--- config.mk ---
export PLATFORM = sky130hd
export DESIGN_NAME = obsl_loader
export DESIGN_NICKNAME = d
export VERILOG_FILES = /design/src/hdl/obsl_pkg.sv /design/src/hdl/obsl_if.sv /design/src/hdl/obsl_loader.sv /design/src/hdl/obsl_shadow_bank.sv
export VERILOG_INCLUDE_DIRS = /design/src /design/src/hdl
export SDC_FILE = /design/constraint.sdc
export NUM_CORES = 1
export LEC_CHECK = 0
export ABC_AREA = 1
export BUFFER_PORTS_ARGS = -buffer_cell sky130_fd_sc_hd__buf_2
export CAP_MARGIN = 20
export CORE_MARGIN = 2
export CORE_UTILIZATION = 40
export CTS_BUF_LIST = sky130_fd_sc_hd__clkbuf_8 sky130_fd_sc_hd__clkbuf_16
export DETAILED_ROUTE_END_ITERATION = 8
export HOLD_SLACK_MARGIN = 0.05
export PLACE_DENSITY_LB_ADDON = 0.15
export SYNTH_ARGS = -nofsm -noshare
export SYNTH_HDL_FRONTEND = slang
export SYNTH_SLANG_ARGS = --single-unit
export TNS_END_PERCENT = 100
--- constraint.sdc ---
create_clock -name i_mclk -period 5.76 [get_ports i_mclk]
set_input_delay 1.152 -clock i_mclk [delete_from_list [all_inputs] [get_ports i_mclk]]
set_output_delay 1.152 -clock i_mclk [all_outputs]
set_load 0.005 [all_outputs]
--- src/hdl/obsl_params.svh ---
// timing constants, bit positions and reset values for the option bit shadow loader
//
// Contract
// - one shadow flop per option bit; features read the flop, never the flash cell
// - power-on reset reads all option bits and captures them late in the reset period
// - stop-recovery reset reloads only when stop_recovery_control bit 5 is one
// - shadows needing a known value are forced to presets when a qualifying reset starts
// - programmed or erased options take effect only after a later reset
// - shadow outputs drive pull-ups, watchdog, flash protect, undivided clock, 16-bit stack
// - undivided option clear gives crystal input over two; set passes crystal directly
`ifndef OBSL_PARAMS_SVH
`define OBSL_PARAMS_SVH
`define OBSL_NBITS 12
`define OBSL_SRC_RELOAD_BIT 5
`define OBSL_LOAD_CYCLES 4
`define OBSL_PRESET 12'h000
`define OBSL_B_P0L 0
`define OBSL_B_P0H 1
`define OBSL_B_P1L 2
`define OBSL_B_P1H 3
`define OBSL_B_P2 4
`define OBSL_B_P3L 5
`define OBSL_B_P4 6
`define OBSL_B_WDOG 7
`define OBSL_B_PROT_ALL 8
`define OBSL_B_PROT_LOW 9
`define OBSL_B_NODIV 10
`define OBSL_B_STK16 11
`endif

--- src/hdl/obsl_pkg.sv ---
// types for the option bit shadow loader
package obsl_pkg;
  typedef enum logic [1:0] {
    OBSL_IDLE = 2'b00,
    OBSL_READ = 2'b01,
    OBSL_LOAD = 2'b10
  } obsl_state_t;
endpackage

--- src/hdl/obsl_if.sv ---
// handshake between the reset sequencer and the shadow bank
`timescale 1ns/1ps
interface obsl_if #(parameter int NBITS = 12);
  logic preset;
  logic capture;
  logic [NBITS-1:0] data;
  logic [NBITS-1:0] shadow;
  modport seq (output preset, output capture, output data, input shadow);
  modport bank (input preset, input capture, input data, output shadow);
endinterface

--- src/hdl/obsl_loader.sv ---
// top: reset-time loading of flash option bits into shadows and feature enables
`timescale 1ns/1ps
`include "obsl_params.svh"
module obsl_loader
  import obsl_pkg::*;
#(
  parameter int NBITS = `OBSL_NBITS,
  parameter int LOAD_CYCLES = `OBSL_LOAD_CYCLES
) (
  input wire logic i_mclk,
  input wire logic i_arst_n,
  input wire logic i_por,
  input wire logic i_stop_recovery,
  input wire logic i_reset_active,
  input wire logic [7:0] i_stop_recovery_control,
  input wire logic [NBITS-1:0] i_flash_option,
  output logic o_load_done,
  output logic [NBITS-1:0] o_shadow,
  output logic [1:0] o_pullup_port0,
  output logic [1:0] o_pullup_port1,
  output logic o_pullup_port2,
  output logic o_pullup_port3_low,
  output logic o_pullup_port4,
  output logic o_watchdog_timer_force_on,
  output logic o_flash_protect_all,
  output logic o_flash_protect_low,
  output logic o_stack_16bit,
  output logic o_sysclk_en
);
  // ----------------------------------------
  // reset release
  // ----------------------------------------
  logic rst_s1, rst_n;
  always_ff @(posedge i_mclk or negedge i_arst_n)
  begin
    if (!i_arst_n)
    begin
      rst_s1 <= 1'b0;
      rst_n <= 1'b0;
    end
    else
    begin
      rst_s1 <= 1'b1;
      rst_n <= rst_s1;
    end
  end

  // ----------------------------------------
  // input synchronisers
  // ----------------------------------------
  localparam int SW = 4 + NBITS;
  logic [SW-1:0] sync1, sync2;
  always_ff @(posedge i_mclk or negedge rst_n)
  begin
    if (!rst_n)
    begin
      sync1 <= '0;
      sync2 <= '0;
    end
    else
    begin
      sync1 <= {i_por, i_stop_recovery, i_reset_active,
                i_stop_recovery_control[`OBSL_SRC_RELOAD_BIT], i_flash_option};
      sync2 <= sync1;
    end
  end
  wire por_s = sync2[SW-1];
  wire smr_s = sync2[SW-2];
  wire ract_s = sync2[SW-3];
  wire reload_s = sync2[SW-4];
  wire [NBITS-1:0] flash_s = sync2[NBITS-1:0];

  // ----------------------------------------
  // load sequencer
  // ----------------------------------------
  // qualifying reset: power-on always, stop recovery only with the reload bit
  wire qualify = por_s | (smr_s & reload_s);
  obsl_state_t state, next_state;
  logic ract_d;
  logic [7:0] cnt;
  logic pending;
  wire start = ract_s & ~ract_d;
  wire ending = ~ract_s & ract_d;
  // the read runs in the closing cycles after the reset request drops
  wire read_done = (state == OBSL_READ) && (cnt == 8'(LOAD_CYCLES - 1));
  obsl_if #(.NBITS(NBITS)) sb();
  assign sb.preset = start & qualify;
  assign sb.capture = read_done;
  assign sb.data = flash_s;

  always_comb
  begin
    next_state = state;
    case (state)
      OBSL_IDLE: if (ending && (pending || qualify)) next_state = OBSL_READ;
      OBSL_READ: if (read_done) next_state = OBSL_LOAD;
      OBSL_LOAD: next_state = OBSL_IDLE;
      default: next_state = OBSL_IDLE;
    endcase
  end

  always_ff @(posedge i_mclk or negedge rst_n)
  begin
    if (!rst_n)
    begin
      state <= OBSL_IDLE;
      ract_d <= 1'b0;
      cnt <= 8'h00;
      pending <= 1'b1;
    end
    else
    begin
      state <= next_state;
      ract_d <= ract_s;
      cnt <= (state == OBSL_READ) ? cnt + 8'h01 : 8'h00;
      if (start && qualify)
        pending <= 1'b1;
      else if (state == OBSL_LOAD)
        pending <= 1'b0;
    end
  end

  obsl_shadow_bank #(.NBITS(NBITS), .PRESET(NBITS'(`OBSL_PRESET))) u_bank (
    .i_mclk(i_mclk),
    .i_rst_n(rst_n),
    .bus(sb.bank)
  );

  // ----------------------------------------
  // feature enables
  // ----------------------------------------
  // flash programming never touches these; only the next reset load does
  wire [NBITS-1:0] sh = sb.shadow;
  logic div2;
  always_ff @(posedge i_mclk or negedge rst_n)
  begin
    if (!rst_n)
    begin
      div2 <= 1'b0;
      o_sysclk_en <= 1'b0;
      o_load_done <= 1'b0;
      o_shadow <= '0;
      o_pullup_port0 <= 2'h0;
      o_pullup_port1 <= 2'h0;
      o_pullup_port2 <= 1'b0;
      o_pullup_port3_low <= 1'b0;
      o_pullup_port4 <= 1'b0;
      o_watchdog_timer_force_on <= 1'b0;
      o_flash_protect_all <= 1'b0;
      o_flash_protect_low <= 1'b0;
      o_stack_16bit <= 1'b0;
    end
    else
    begin
      div2 <= ~div2;
      o_sysclk_en <= sh[`OBSL_B_NODIV] | div2;
      o_load_done <= (state == OBSL_LOAD) | (o_load_done & ~(start & qualify));
      o_shadow <= sh;
      o_pullup_port0 <= {sh[`OBSL_B_P0H], sh[`OBSL_B_P0L]};
      o_pullup_port1 <= {sh[`OBSL_B_P1H], sh[`OBSL_B_P1L]};
      o_pullup_port2 <= sh[`OBSL_B_P2];
      o_pullup_port3_low <= sh[`OBSL_B_P3L];
      o_pullup_port4 <= sh[`OBSL_B_P4];
      o_watchdog_timer_force_on <= sh[`OBSL_B_WDOG];
      o_flash_protect_all <= sh[`OBSL_B_PROT_ALL];
      o_flash_protect_low <= sh[`OBSL_B_PROT_LOW];
      o_stack_16bit <= sh[`OBSL_B_STK16];
    end
  end

  // ----------------------------------------
  // checks
  // ----------------------------------------
  property p_capture_only_in_read;
    @(posedge i_mclk) disable iff (!rst_n)
    sb.capture |-> (state == OBSL_READ) && !ract_s;
  endproperty
  a_capture_only_in_read: assert property (p_capture_only_in_read)
    else $error("shadow captured outside load window");

  property p_hold;
    @(posedge i_mclk) disable iff (!rst_n)
    (!sb.capture && !sb.preset) |=> sb.shadow == $past(sb.shadow);
  endproperty
  a_hold: assert property (p_hold)
    else $error("shadow changed outside load window");

  property p_capture_value;
    @(posedge i_mclk) disable iff (!rst_n)
    sb.capture |=> sb.shadow == $past(flash_s);
  endproperty
  a_capture_value: assert property (p_capture_value)
    else $error("shadow does not match flash on load");

  property p_smr_no_reload;
    @(posedge i_mclk) disable iff (!rst_n)
    (start && smr_s && !reload_s && !por_s) |-> !sb.preset;
  endproperty
  a_smr_no_reload: assert property (p_smr_no_reload)
    else $error("stop recovery reloaded without reload bit");

  property p_preset;
    @(posedge i_mclk) disable iff (!rst_n)
    (start && qualify) |=> sb.shadow == NBITS'(`OBSL_PRESET);
  endproperty
  a_preset: assert property (p_preset)
    else $error("shadow not preset at reset start");

  property p_por_loads;
    @(posedge i_mclk) disable iff (!rst_n)
    (ending && por_s && state == OBSL_IDLE) |=> ##[1:12] sb.capture;
  endproperty
  a_por_loads: assert property (p_por_loads)
    else $error("power-on reset did not load shadows");

  property p_div;
    @(posedge i_mclk) disable iff (!rst_n)
    (!sh[`OBSL_B_NODIV] && o_sysclk_en && $past(!sh[`OBSL_B_NODIV])) |=> !o_sysclk_en;
  endproperty
  a_div: assert property (p_div)
    else $error("divided clock enable not alternating");

  property p_feature;
    @(posedge i_mclk) disable iff (!rst_n)
    ##1 o_watchdog_timer_force_on == $past(sh[`OBSL_B_WDOG]);
  endproperty
  a_feature: assert property (p_feature)
    else $error("watchdog enable not following shadow");
endmodule

--- src/hdl/obsl_shadow_bank.sv ---
// one shadow flop per option bit
`timescale 1ns/1ps
module obsl_shadow_bank #(
  parameter int NBITS = 12,
  parameter logic [NBITS-1:0] PRESET = '0
) (
  input wire logic i_mclk,
  input wire logic i_rst_n,
  obsl_if.bank bus
);
  // ----------------------------------------
  // shadow flops
  // ----------------------------------------
  genvar g;
  generate
    for (g = 0; g < NBITS; g++)
    begin : g_bit
      logic q;
      always_ff @(posedge i_mclk or negedge i_rst_n)
      begin
        if (!i_rst_n)
          q <= 1'b0;
        else if (bus.preset)
          q <= PRESET[g];
        else if (bus.capture)
          q <= bus.data[g];
      end
      assign bus.shadow[g] = q; // holds otherwise
    end
  endgenerate
endmodule

==> results of run 1 <==
[through the flow]
stage          worst slack (ps)  hold slack, ps  utilization [%]
6_report                   3760             347             48.2
4_1_cts                    3740             348             48.2
3_5_place_dp               4110             336             45.2
5_1_grt                    3720             356             48.2
3_3_place_gp               4130             331             45.2
2_1_floorplan              3580             331                -
[state kept, by name, summed over array words and instances (netlist names)]
name / flops
cnt: 8
div2: 1
o_load_done: 1
o_pullup_port0: 1
o_pullup_port1: 1
o_shadow: 10
o_sysclk_en: 1
pending: 1
ract_d: 1
rst_n: 1
rst_s1: 1
state: 2
sync1: 16
sync2: 16
u_bank.g_bit.q: 12
[how the worst max path moves through the flow]
stage / from / end / slack (ps) / cells after the start
floorplan: rst_n$_DFF_PN0_ / cnt[0]$_DFF_PN0_ / 3580 / 0
global placement: o_load_done$_DFF_PN0_ / o_load_done / 4130 / 1
detailed placement: o_shadow[5]$_DFF_PN0_ / o_pullup_port3_low / 4110 / 1
CTS: o_shadow[5]$_DFF_PN0_ / o_pullup_port3_low / 3740 / 1
global route: o_shadow[5]$_DFF_PN0_ / o_pullup_port3_low / 3720 / 1
finish: o_shadow[5]$_DFF_PN0_ / o_pullup_port3_low / 3760 / 1
[report_power, final]
group          switching (mW)  internal [mW]  total [mW]
sequential             0.0547          0.609       0.664
clock                   0.170          0.187       0.357
combinational           0.133         0.0955       0.228
total                   0.358          0.891        1.25
[cells in the mapped netlist, drive strengths merged]
| cell | n | area, sq um |
|---|---|---|
| dfrtp | 72 | 1800 |
| nand2 | 27 | 111 |
| nand3 | 18 | 158 |
| nor2 | 18 | 82.6 |
| buf | 16 | 125 |
| inv | 14 | 55.1 |
| nand4 | 12 | 75.1 |
| nor3 | 4 | 20.0 |
| a21oi | 3 | 15.0 |
| o21ai | 3 | 15.0 |
| conb | 1 | 3.75 |
| dfstp | 1 | 26.3 |
| ha | 1 | 12.5 |
| nor4 | 1 | 6.26 |
| o22ai | 1 | 6.26 |
| or2 | 1 | 6.26 |
[logic make-up after synthesis]
logic type | after synthesis
AND/OR/NAND/NOR | 81
adder cells (fa/ha/maj) | 1
AO/OA/AOI/OAI | 7
buffers and inverters | 30
other | 1
flip-flops | 73
[final cells by class]
cell class | count | area, sq um
multi-input cells | 90 | 512
well taps | 75 | 93.8
flip-flops and latches | 73 | 1830
repair buffers | 43 | 218
fillers | 546 | 3100
clock inverters | 3 | 16.3
clock buffers | 12 | 165
inverters | 14 | 55.1
[routing by layer]
| metal | GRT usage, % | vias to the layer above | part of all wire, % |
|---|---|---|---|
| met5 | 0 | - | 0 |
| met4 | 8.05 | 0 | 2.5 |
| met3 | 3.68 | 10 | 5.3 |
| met2 | 16.0 | 40 | 42 |
| met1 | 17.2 | 680 | 50 |
| li1 | - | 690 | - |
==> results by group, run 1 <==
Outcome
  • Status: completed

Synth
  • Simple-gate share of the synthesized area: 18.2%
  • Seq/Total Area, Yosys: 72.5%
  • Mapped cell area: 2520 sq um
  • Compound-gate portion of the synthesized area: 1.44%
  • Post-Synth XOR/XNOR Area: 0%
  • Syn_area_per_cell: 13.1 sq um
  • Post-synthesis adder-cell area fraction: 0.497%
  • Largest family of logic cells by synthesized area: simple AND/OR/NAND/NOR gates
  • Post-Syn Nets: 219
  • Distinct cells, synth: 26
  • Yosys Warn Count: 0
  • Mux cell area share after synthesis: 0%
  • #FFs+latches synth: 73
  • Post-synthesis cell count: 193

Clock tree
  • Setup Buffers After CTS: 0
  • CTS resizes: 0
  • Latest clock arrival within the worst-skew pair: 330 ps
  • Cts bufs inserted: 9
  • Clk pin slew, worst setup/hold paths: 70 ps
  • Bufs on Longest Clock Path: 2
  • CTS tree: yes
  • Clk sinks: 73
  • H-tree depth: 3
  • Hold Buf Count CTS: 0
  • Root buf cell: clkbuf_8

Global route
  • First-pass GRT wire length: 6.47 mm
  • Vias in the first global route: 1,346
  • Largest net degree at the start of global routing: 72
  • All-Layer GR Usage: 12.2%
  • Initial antenna violation count: 0
  • Grt total ovfl: 0

Placement
  • Post-DP HPWL: 2.36 mm
  • Placer Congestion: 0.724
  • Post-DP Area: 2710 sq um
  • Dpl cells: 295
  • Port Buffers: 42

Min path
  • Min-Delay Path Class: reg2reg
  • Depth of the worst hold-timing path: 0
  • Hold Crit Start: sync1[15]$_DFF_PN0_
  • Hold endpoint: sync2[15]$_DFF_PN0_

Floorplan
  • Die Span Y: 83.4 microns
  • Row Count: 28
  • Initial Utilization: 42.1%
  • Placeable Area: 5990 sq um
  • Die area: 6950 sq um
  • Die width: 83.4 microns
  • I/O pin count: 50

Power and ir drop
  • Power per Cell Area: 432 nW/um^2
  • Total power draw: 1.25 mW
  • Peak VDD IR: 0.000206 V
  • Leak: 1.47 nW

Finish
  • Post-route cell area: 2890 sq um
  • Final Non-Filler Cells: 310
  • Layout area overhead: 14.6%
  • Most common cell after layout, fill and taps aside: dfrtp_1
  • # diodes: 0
  • Commonest non-fill, non-tap cells in the layout: dfrtp_1 (71), buf_2 (42), nand2_1 (25)
  • Layout cells sized above 1: 34.5%
  • Final #Nets: 257

Setup path
  • Worst Path Required: 4610 ps
  • Worst R2R Setup Slack: 4380 ps
  • Critical path type: reg2out
  • Critical Path Start Type: flop
  • FF-to-FF Start: cnt[0]$_DFF_PN0_
  • Max stage delay on crit path: 380 ps
  • Slowest-stage cell, CP: dfrtp_1
  • Worst Path Arrival: 850 ps
  • Crit path cell chain: buf_2
  • Family with the most delay on the worst path: flip-flops
  • Crit path buf inv count: 1
  • Crit. End Element: primary output
  • Reg-to-reg endpoint: u_bank.g_bit[7].q$_DFFE_PN0P_
  • Crit Path Max Fanout: 2
  • Register-to-Register Path Depth: 6

Detailed routing
  • Via density per instance: 4.58
  • # DRC: 0
  • Final ANT Viol Nets: 0
  • Via count: 1,420
  • TritonRoute pass-1 iters: 4
  • DR WL/cell: 12.2 microns
  • Total wire length: 3.77 mm
  • Initial DRC count: 80

Timing
  • Final Critical Period: 2000 ps
  • Final period utilization: 34.7%
  • Max Clock Freq: 0.501 GHz
  • Worst-Margin Slew: 840 ps
  • Slew headroom: 44.0%
  • Layout Skew: 4.81 ps
  • Final setup fails: 0
  • Hold Vio Cnt, Final: 0
  • Final Max Slew Viols: 0
  • RSZ-0062 raised after global routing: no
  • Setup TNS: 0 ps

Flow run
  • Maxcap violations: 0
Power figures use the tool's default switching activity.
==> inputs of run 2 (changes only) <==
- ABC_AREA: 1 -> 0
- clock period: 5.76 -> 1.7 ns (I/O delays scaled with it)
==> run 2 against run 1 <==
  * The flow now finishes with violations (negative setup slack)
  * Critical endpoint is now u_bank.g_bit[4].q$_DFFE_PN0P_
  * Cell count is 5.2% lower
  * Highest routed layer unchanged
  * Register-to-register slack worse by 4400 ps
  * Clock skew is 0.68 ps higher
  * Sequential power grew to 3.4 times the previous value
  * Cell area is 0.69% higher
  * Setup slack worse by 3800 ps
  * First-iteration DRC count is 3.8% higher
  * Hold slack worse by 250 ps
  * Largest cell class unchanged
==> results by group, run 2 <==
Outcome
  • Status: finished with violations
  • Failing checks: negative setup slack

Timing
  • RSZ-0062 raised after global routing: yes
  • Max Clock Freq: 0.585 GHz
  • Setup TNS: -12.0 ps
  • Slew headroom: 48.9%
  • Worst-Margin Slew: 767 ps
  • Hold_ws: 101 ps
  • Final Critical Period: 1710 ps
  • Hold Vio Cnt, Final: 0
  • Layout Skew: 5.49 ps
  • Final period utilization: 101%
  • Final Max Slew Viols: 0
  • Worst Slack Setup Final: -9.39 ps
  • Final setup fails: 2

Detailed routing
  • TritonRoute pass-1 iters: 4
  • DR top layer: met4
  • Initial DRC count: 83
  • M1 wire length: 1.74 mm
  • DR WL/cell: 12.6 microns
  • Via density per instance: 4.69
  • Final ANT Viol Nets: 0
  • Via count: 1,380
  • # DRC: 0
  • DR WL met2: 1.65 mm
  • Total wire length: 3.70 mm
  • Met3 wire len: 242 microns

Synth
  • Post-synth top area share: 73.4%
  • Syn_area_per_cell: 14.5 sq um
  • Post-synth EDFFs: 0
  • Post-synthesis cell count: 169
  • Top cells by area, synth: dfrtp_1 (73%), o21ai_0 (6.5%), mux2i_1 (4.9%)
  • Count leader, synth: dfrtp_1
  • Distinct cells, synth: 25
  • #FFs+latches synth: 73
  • Synth area leader: dfrtp_1
  • Ys async rst share: 100%
  • Seq/Total Area, Yosys: 74.5%
  • Yosys Warn Count: 0
  • Main flop type after synthesis: dfrtp_1
  • Top post-synthesis cells by count: dfrtp_1 (72), o21ai_0 (32), mux2i_1 (12), buf_4 (11)
  • Mapped cell area: 2450 sq um
  • Post-Syn Nets: 195

Floorplan
  • Die area: 6780 sq um
  • Die width: 82.3 microns
  • I/O pin count: 50
  • Die Span Y: 82.3 microns
  • Initial Utilization: 41.4%
  • Placeable Area: 5920 sq um
  • Row Count: 28

Flow run
  • Maxcap violations: 0

Clock tree
  • Clk pin slew, worst setup/hold paths: 70 ps
  • Root buf cell: clkbuf_8
  • Latest clock arrival within the worst-skew pair: 340 ps
  • Clk sinks: 73
  • H-tree depth: 3
  • Cts bufs inserted: 9
  • CTS tree: yes
  • Setup Buffers After CTS: 0
  • Bufs on Longest Clock Path: 2

Setup path
  • Worst Path Arrival: 1970 ps
  • Crit Path Max Fanout: 13
  • Critical path type: reg2reg
  • Critical Path Start Type: flop
  • Worst Path Required: 1960 ps
  • Crit. End Element: flop

Global route
  • All-Layer GR Usage: 12.6%
  • Largest net degree at the start of global routing: 28
  • Vias in the first global route: 1,295
  • Initial antenna violation count: 0
  • Grt total ovfl: 0
  • First-pass GRT wire length: 6.11 mm

Finish
  • Top flop regs: sync1 x16, sync2 x16, u_bank.g_bit.q x12
  • Fill cells: 531
  • Final Non-Filler Cells: 294
  • Layout cells sized above 1: 32.9%
  • Fin util: 49.1%
  • Layout area overhead: 18.6%
  • # diodes: 0
  • Post-route cell area: 2910 sq um
  • Final #Nets: 240
  • Reg area: 1830 sq um
  • Commonest non-fill, non-tap cells in the layout: dfrtp_1 (71), buf_2 (42), o21ai_0 (32)
  • Multi-input logic area: 492 sq um
  • Most common cell after layout, fill and taps aside: dfrtp_1

Placement
  • Port Buffers: 42
  • Dpl cells: 277
  • Post-DP Area: 2720 sq um
  • Post-DP HPWL: 2.47 mm
  • Placer Congestion: 0.713

Power and ir drop
  • Peak VDD IR: 0.000604 V
  • Leak: 1.39 nW
  • Power per Cell Area: 1420 nW/um^2

Min path
  • Min-Delay Path Class: in2reg
==> run 2: layout make-up <==
type / count / share of cell area, %
clock inverter: 5 / 1.03
tap: 75 / 3.23
inverter: 2 / 0.258
clock buffer: 11 / 5.20
sequential: 73 / 62.9
multi-input combinational: 77 / 16.9
timing repair buffer: 51 / 10.5
==> run 2: critical path, cell delays in order, from the launching register on <==
cell     delay [ps]
dfrtp_1         380
ha_2            180
or4b_4          480
nor3_4          210
buf_12          180
mux2i_1         200
==> run 2: report_power, final <==
part           leakage [nW]  total (mW)  switching [mW]  internal, mW
combinational         0.380       0.684           0.331         0.353
clock                0.0911        1.21           0.612         0.601
sequential            0.917        2.23           0.165          2.06
==> run 2: worst paths after layout <==
check,startpoint,to,slack [ps],depth (start not counted)
setup / recovery,cnt[0]$_DFF_PN0_,u_bank.g_bit[4].q$_DFFE_PN0P_,-9,5
hold / removal,i_flash_option[1],sync1[1]$_DFF_PN0_,100,1
setup reg to reg,cnt[0]$_DFF_PN0_,u_bank.g_bit[4].q$_DFFE_PN0P_,-9,5
hold reg to reg,rst_n$_DFF_PN0_,sync1[7]$_DFF_PN0_,270,0
max in group asynchronous,rst_n$_DFF_PN0_,sync2[6]$_DFF_PN0_,810,1
min in group asynchronous,rst_n$_DFF_PN0_,sync1[7]$_DFF_PN0_,270,0
==> run 2: per-stage QoR <==
stage	power [mW]	setup WS (ps)
after floorplan	2.75	-43.5
after global placement	2.94	54.5
after detailed placement	2.97	11.7
after CTS	4.19	-11.6
after global routing	4.39	-114
final	4.13	-9.39
==> run 2: cell families after synthesis <==
| kind of cell | Yosys count | share of synthesized area, % |
|---|---|---|
| DFF | 73 | 74.5 |
| AOI/OAI and AO/OA | 38 | 7.90 |
| and+or+nand+nor | 22 | 5.41 |
| buffers and inverters | 19 | 5.56 |
| muxes | 12 | 4.90 |
| xor gates and xnor gates | 3 | 1.07 |
| adders and majority gates | 1 | 0.510 |
| other | 1 | 0.153 |
==> run 2: per-layer routing <==
layer,global-route usage [%],vias to the layer above
li1,-,652
met1,17.2,678
met2,16.9,44
met3,5.33,6
met4,7.00,0
met5,0,-
==> run 2: repair_timing <==
action	CTS	global route
gates resized for setup	0	0
endpoints found under the hold margin	2	0
hold buffers	1	0
endpoints found under the setup margin	2	12
==> inputs of run 3 (changes only) <==
- CORE_UTILIZATION: 40 -> 29
- SYNTH_HIERARCHICAL: not set -> 1
==> run 3 against run 2 <==
  * The run now ends clean
  * Utilization fell by 14 points
  * Non-clock buffer count is 2 lower
  * Flip-flop and latch count is the same
  * Sequential share of layout area increased by 0.52 points
  * Sequential power about the same
  * Total power grew 2.8%
  * Area after synthesis is 0.46% lower
  * Count of clock-buffer cells in the layout shrank 2
  * Critical path depth rose by 1
  * Largest power group unchanged
  * Highest routed layer unchanged
==> results by group, run 3 <==
Detailed routing
  • DR WL/cell: 12.2 microns
  • Initial DRC count: 35
  • Via density per instance: 4.10
  • # DRC: 0
  • DR WL met2: 1.94 mm
  • TritonRoute pass-1 iters: 4
  • Final ANT Viol Nets: 0
  • Via count: 1,271
  • DR top layer: met4
  • Total wire length: 3.80 mm
  • Met3 wire len: 205 microns
  • M1 wire length: 1.57 mm

Finish
  • Layout cells sized above 1: 34.1%
  • Post-route cell area: 2890 sq um
  • Layout area overhead: 18.1%
  • Reg area: 1830 sq um
  • Final #Nets: 226
  • Final Non-Filler Cells: 310
  • # diodes: 0
  • Most common cell after layout, fill and taps aside: dfrtp_1
  • Top flop regs: sync1 x16, sync2 x16, u_bank/g_bit.q x12
  • Fill cells: 797
  • Multi-input logic area: 440 sq um
  • Commonest non-fill, non-tap cells in the layout: dfrtp_1 (71), buf_2 (42), nor2_1 (16)
  • Fin util: 35.3%

Floorplan
  • Row Count: 33
  • Die Span Y: 95.8 microns
  • Die width: 95.8 microns
  • Initial Utilization: 29.9%
  • I/O pin count: 50
  • Placeable Area: 8180 sq um
  • Die area: 9170 sq um

Clock tree
  • Clk sinks: 73
  • Cts bufs inserted: 9
  • Latest clock arrival within the worst-skew pair: 340 ps
  • Root buf cell: clkbuf_8
  • H-tree depth: 3
  • CTS tree: yes
  • Clk pin slew, worst setup/hold paths: 80 ps
  • Bufs on Longest Clock Path: 2

Synth
  • Main flop type after synthesis: dfrtp_1
  • Yosys Warn Count: 6
  • Top post-synthesis cells by count: dfrtp_1 (72), buf_4 (23), nor2_1 (16), mux2i_1 (12), a21oi_1 (5)
  • Ys async rst share: 100%
  • Top cells by area, synth: dfrtp_1 (74%), buf_4 (7.1%), mux2i_1 (4.9%)
  • Post-synth top area share: 73.8%
  • Mapped cell area: 2440 sq um
  • Post-synthesis cell count: 166
  • Post-synth EDFFs: 0
  • Post-Syn Nets: 192
  • Distinct cells, synth: 28
  • Seq/Total Area, Yosys: 74.8%
  • Count leader, synth: dfrtp_1
  • Syn_area_per_cell: 14.7 sq um
  • Synth area leader: dfrtp_1
  • #FFs+latches synth: 73

Min path
  • Min-Delay Path Class: in2reg

Global route
  • First-pass GRT wire length: 6.07 mm
  • Vias in the first global route: 1,283
  • Initial antenna violation count: 0
  • Largest net degree at the start of global routing: 72
  • Grt total ovfl: 0
  • All-Layer GR Usage: 9.12%

Placement
  • Dpl cells: 293
  • Post-DP HPWL: 2.46 mm
  • Post-place setup slack: 74.7 ps
  • Post-DP Area: 2660 sq um
  • Port Buffers: 42
  • Placer Congestion: 0.685

Setup path
  • Max stage delay on crit path: 390 ps
  • Crit path buf inv count: 1
  • Crit path cell chain: ha_1 -> nor4b_4 -> and3_4 -> buf_4 -> mux2i_1 -> nor2_1
  • Crit. End Element: flop
  • Critical Path Start Type: flop
  • Family with the most delay on the worst path: simple AND/OR/NAND/NOR gates
  • Worst Path Arrival: 1870 ps
  • Crit Path Max Fanout: 6
  • Slowest-stage cell, CP: dfrtp_1
  • Worst Path Required: 1920 ps
  • Critical path type: reg2reg

Power and ir drop
  • Peak VDD IR: 0.000557 V
  • Power per Cell Area: 1470 nW/um^2
  • Total power draw: 4.24 mW
  • Leak: 1.40 nW

Timing
  • Layout Skew: 10.5 ps
  • Max Clock Freq: 0.605 GHz
  • Final Critical Period: 1650 ps
  • Hold_ws: 100 ps
  • Worst Slack Setup Final: 47.2 ps
  • Final Max Slew Viols: 0
  • Hold Vio Cnt, Final: 0
  • Setup TNS: 0 ps
  • Final period utilization: 97.2%
  • Final setup fails: 0

Outcome
  • Status: completed

Flow run
  • Maxcap violations: 0
==> run 3: repair_timing <==
item                                    CTS  global route
endpoints found under the setup margin    0            12
setup buffers                             0             0
hold endpoints to repair                  2             0
hold buffers                              1             0
resized for setup                         0             3
==> run 3: logic make-up (layout without fill, tap and decap cells) <==
| kind of cell | Yosys count | in the layout | synth area share (%) |
|---|---|---|---|
| flops | 73 | 73 | 74.8 |
| simple gates | 37 | 37 | 7.89 |
| buf+inv | 28 | 67 | 8.15 |
| mux | 12 | 12 | 4.92 |
| compound gates | 11 | 11 | 2.46 |
| xor+xnor | 3 | 3 | 1.08 |
| fa+ha+maj | 1 | 1 | 0.512 |
| other cells | 1 | 1 | 0.154 |
==> run 3: worst paths after layout <==
check,slack (ps),cells after the start,endpoint,start
worst max-delay path,50,6,u_bank/g_bit[8].q$_DFFE_PN0P_,cnt[0]$_DFF_PN0_
worst min-delay path,100,1,sync1[15]$_DFF_PN0_,i_por
worst max register to register,50,6,u_bank/g_bit[8].q$_DFFE_PN0P_,cnt[0]$_DFF_PN0_
worst min register to register,280,1,cnt[1]$_DFF_PN0_,rst_n$_DFF_PN0_
max in group asynchronous,1110,1,pending$_DFFE_PN1P_,rst_n$_DFF_PN0_
min in group asynchronous,280,1,cnt[1]$_DFF_PN0_,rst_n$_DFF_PN0_
==> run 3: routing by layer <==
layer	vias up	GRT usage, %
li1	584	-
met1	654	10.7
met2	25	14.0
met3	8	3.99
met4	0	5.12
met5	-	0
==> run 3: layout make-up <==
type	instances	share of cell area [%]
Sequential cell	73	63.4
Multi-Input combinational cell	65	15.3
Timing Repair Buffer	49	9.76
Tap cell	105	4.55
Clock buffer	9	4.29
Clock inverter	7	2.47
Inverter	2	0.260
==> run 3: where the power goes <==
part | internal [mW] | switching (mW)
combinational | 0.357 | 0.334
sequential | 2.06 | 0.170
clock | 0.677 | 0.640
total | 3.10 | 1.14
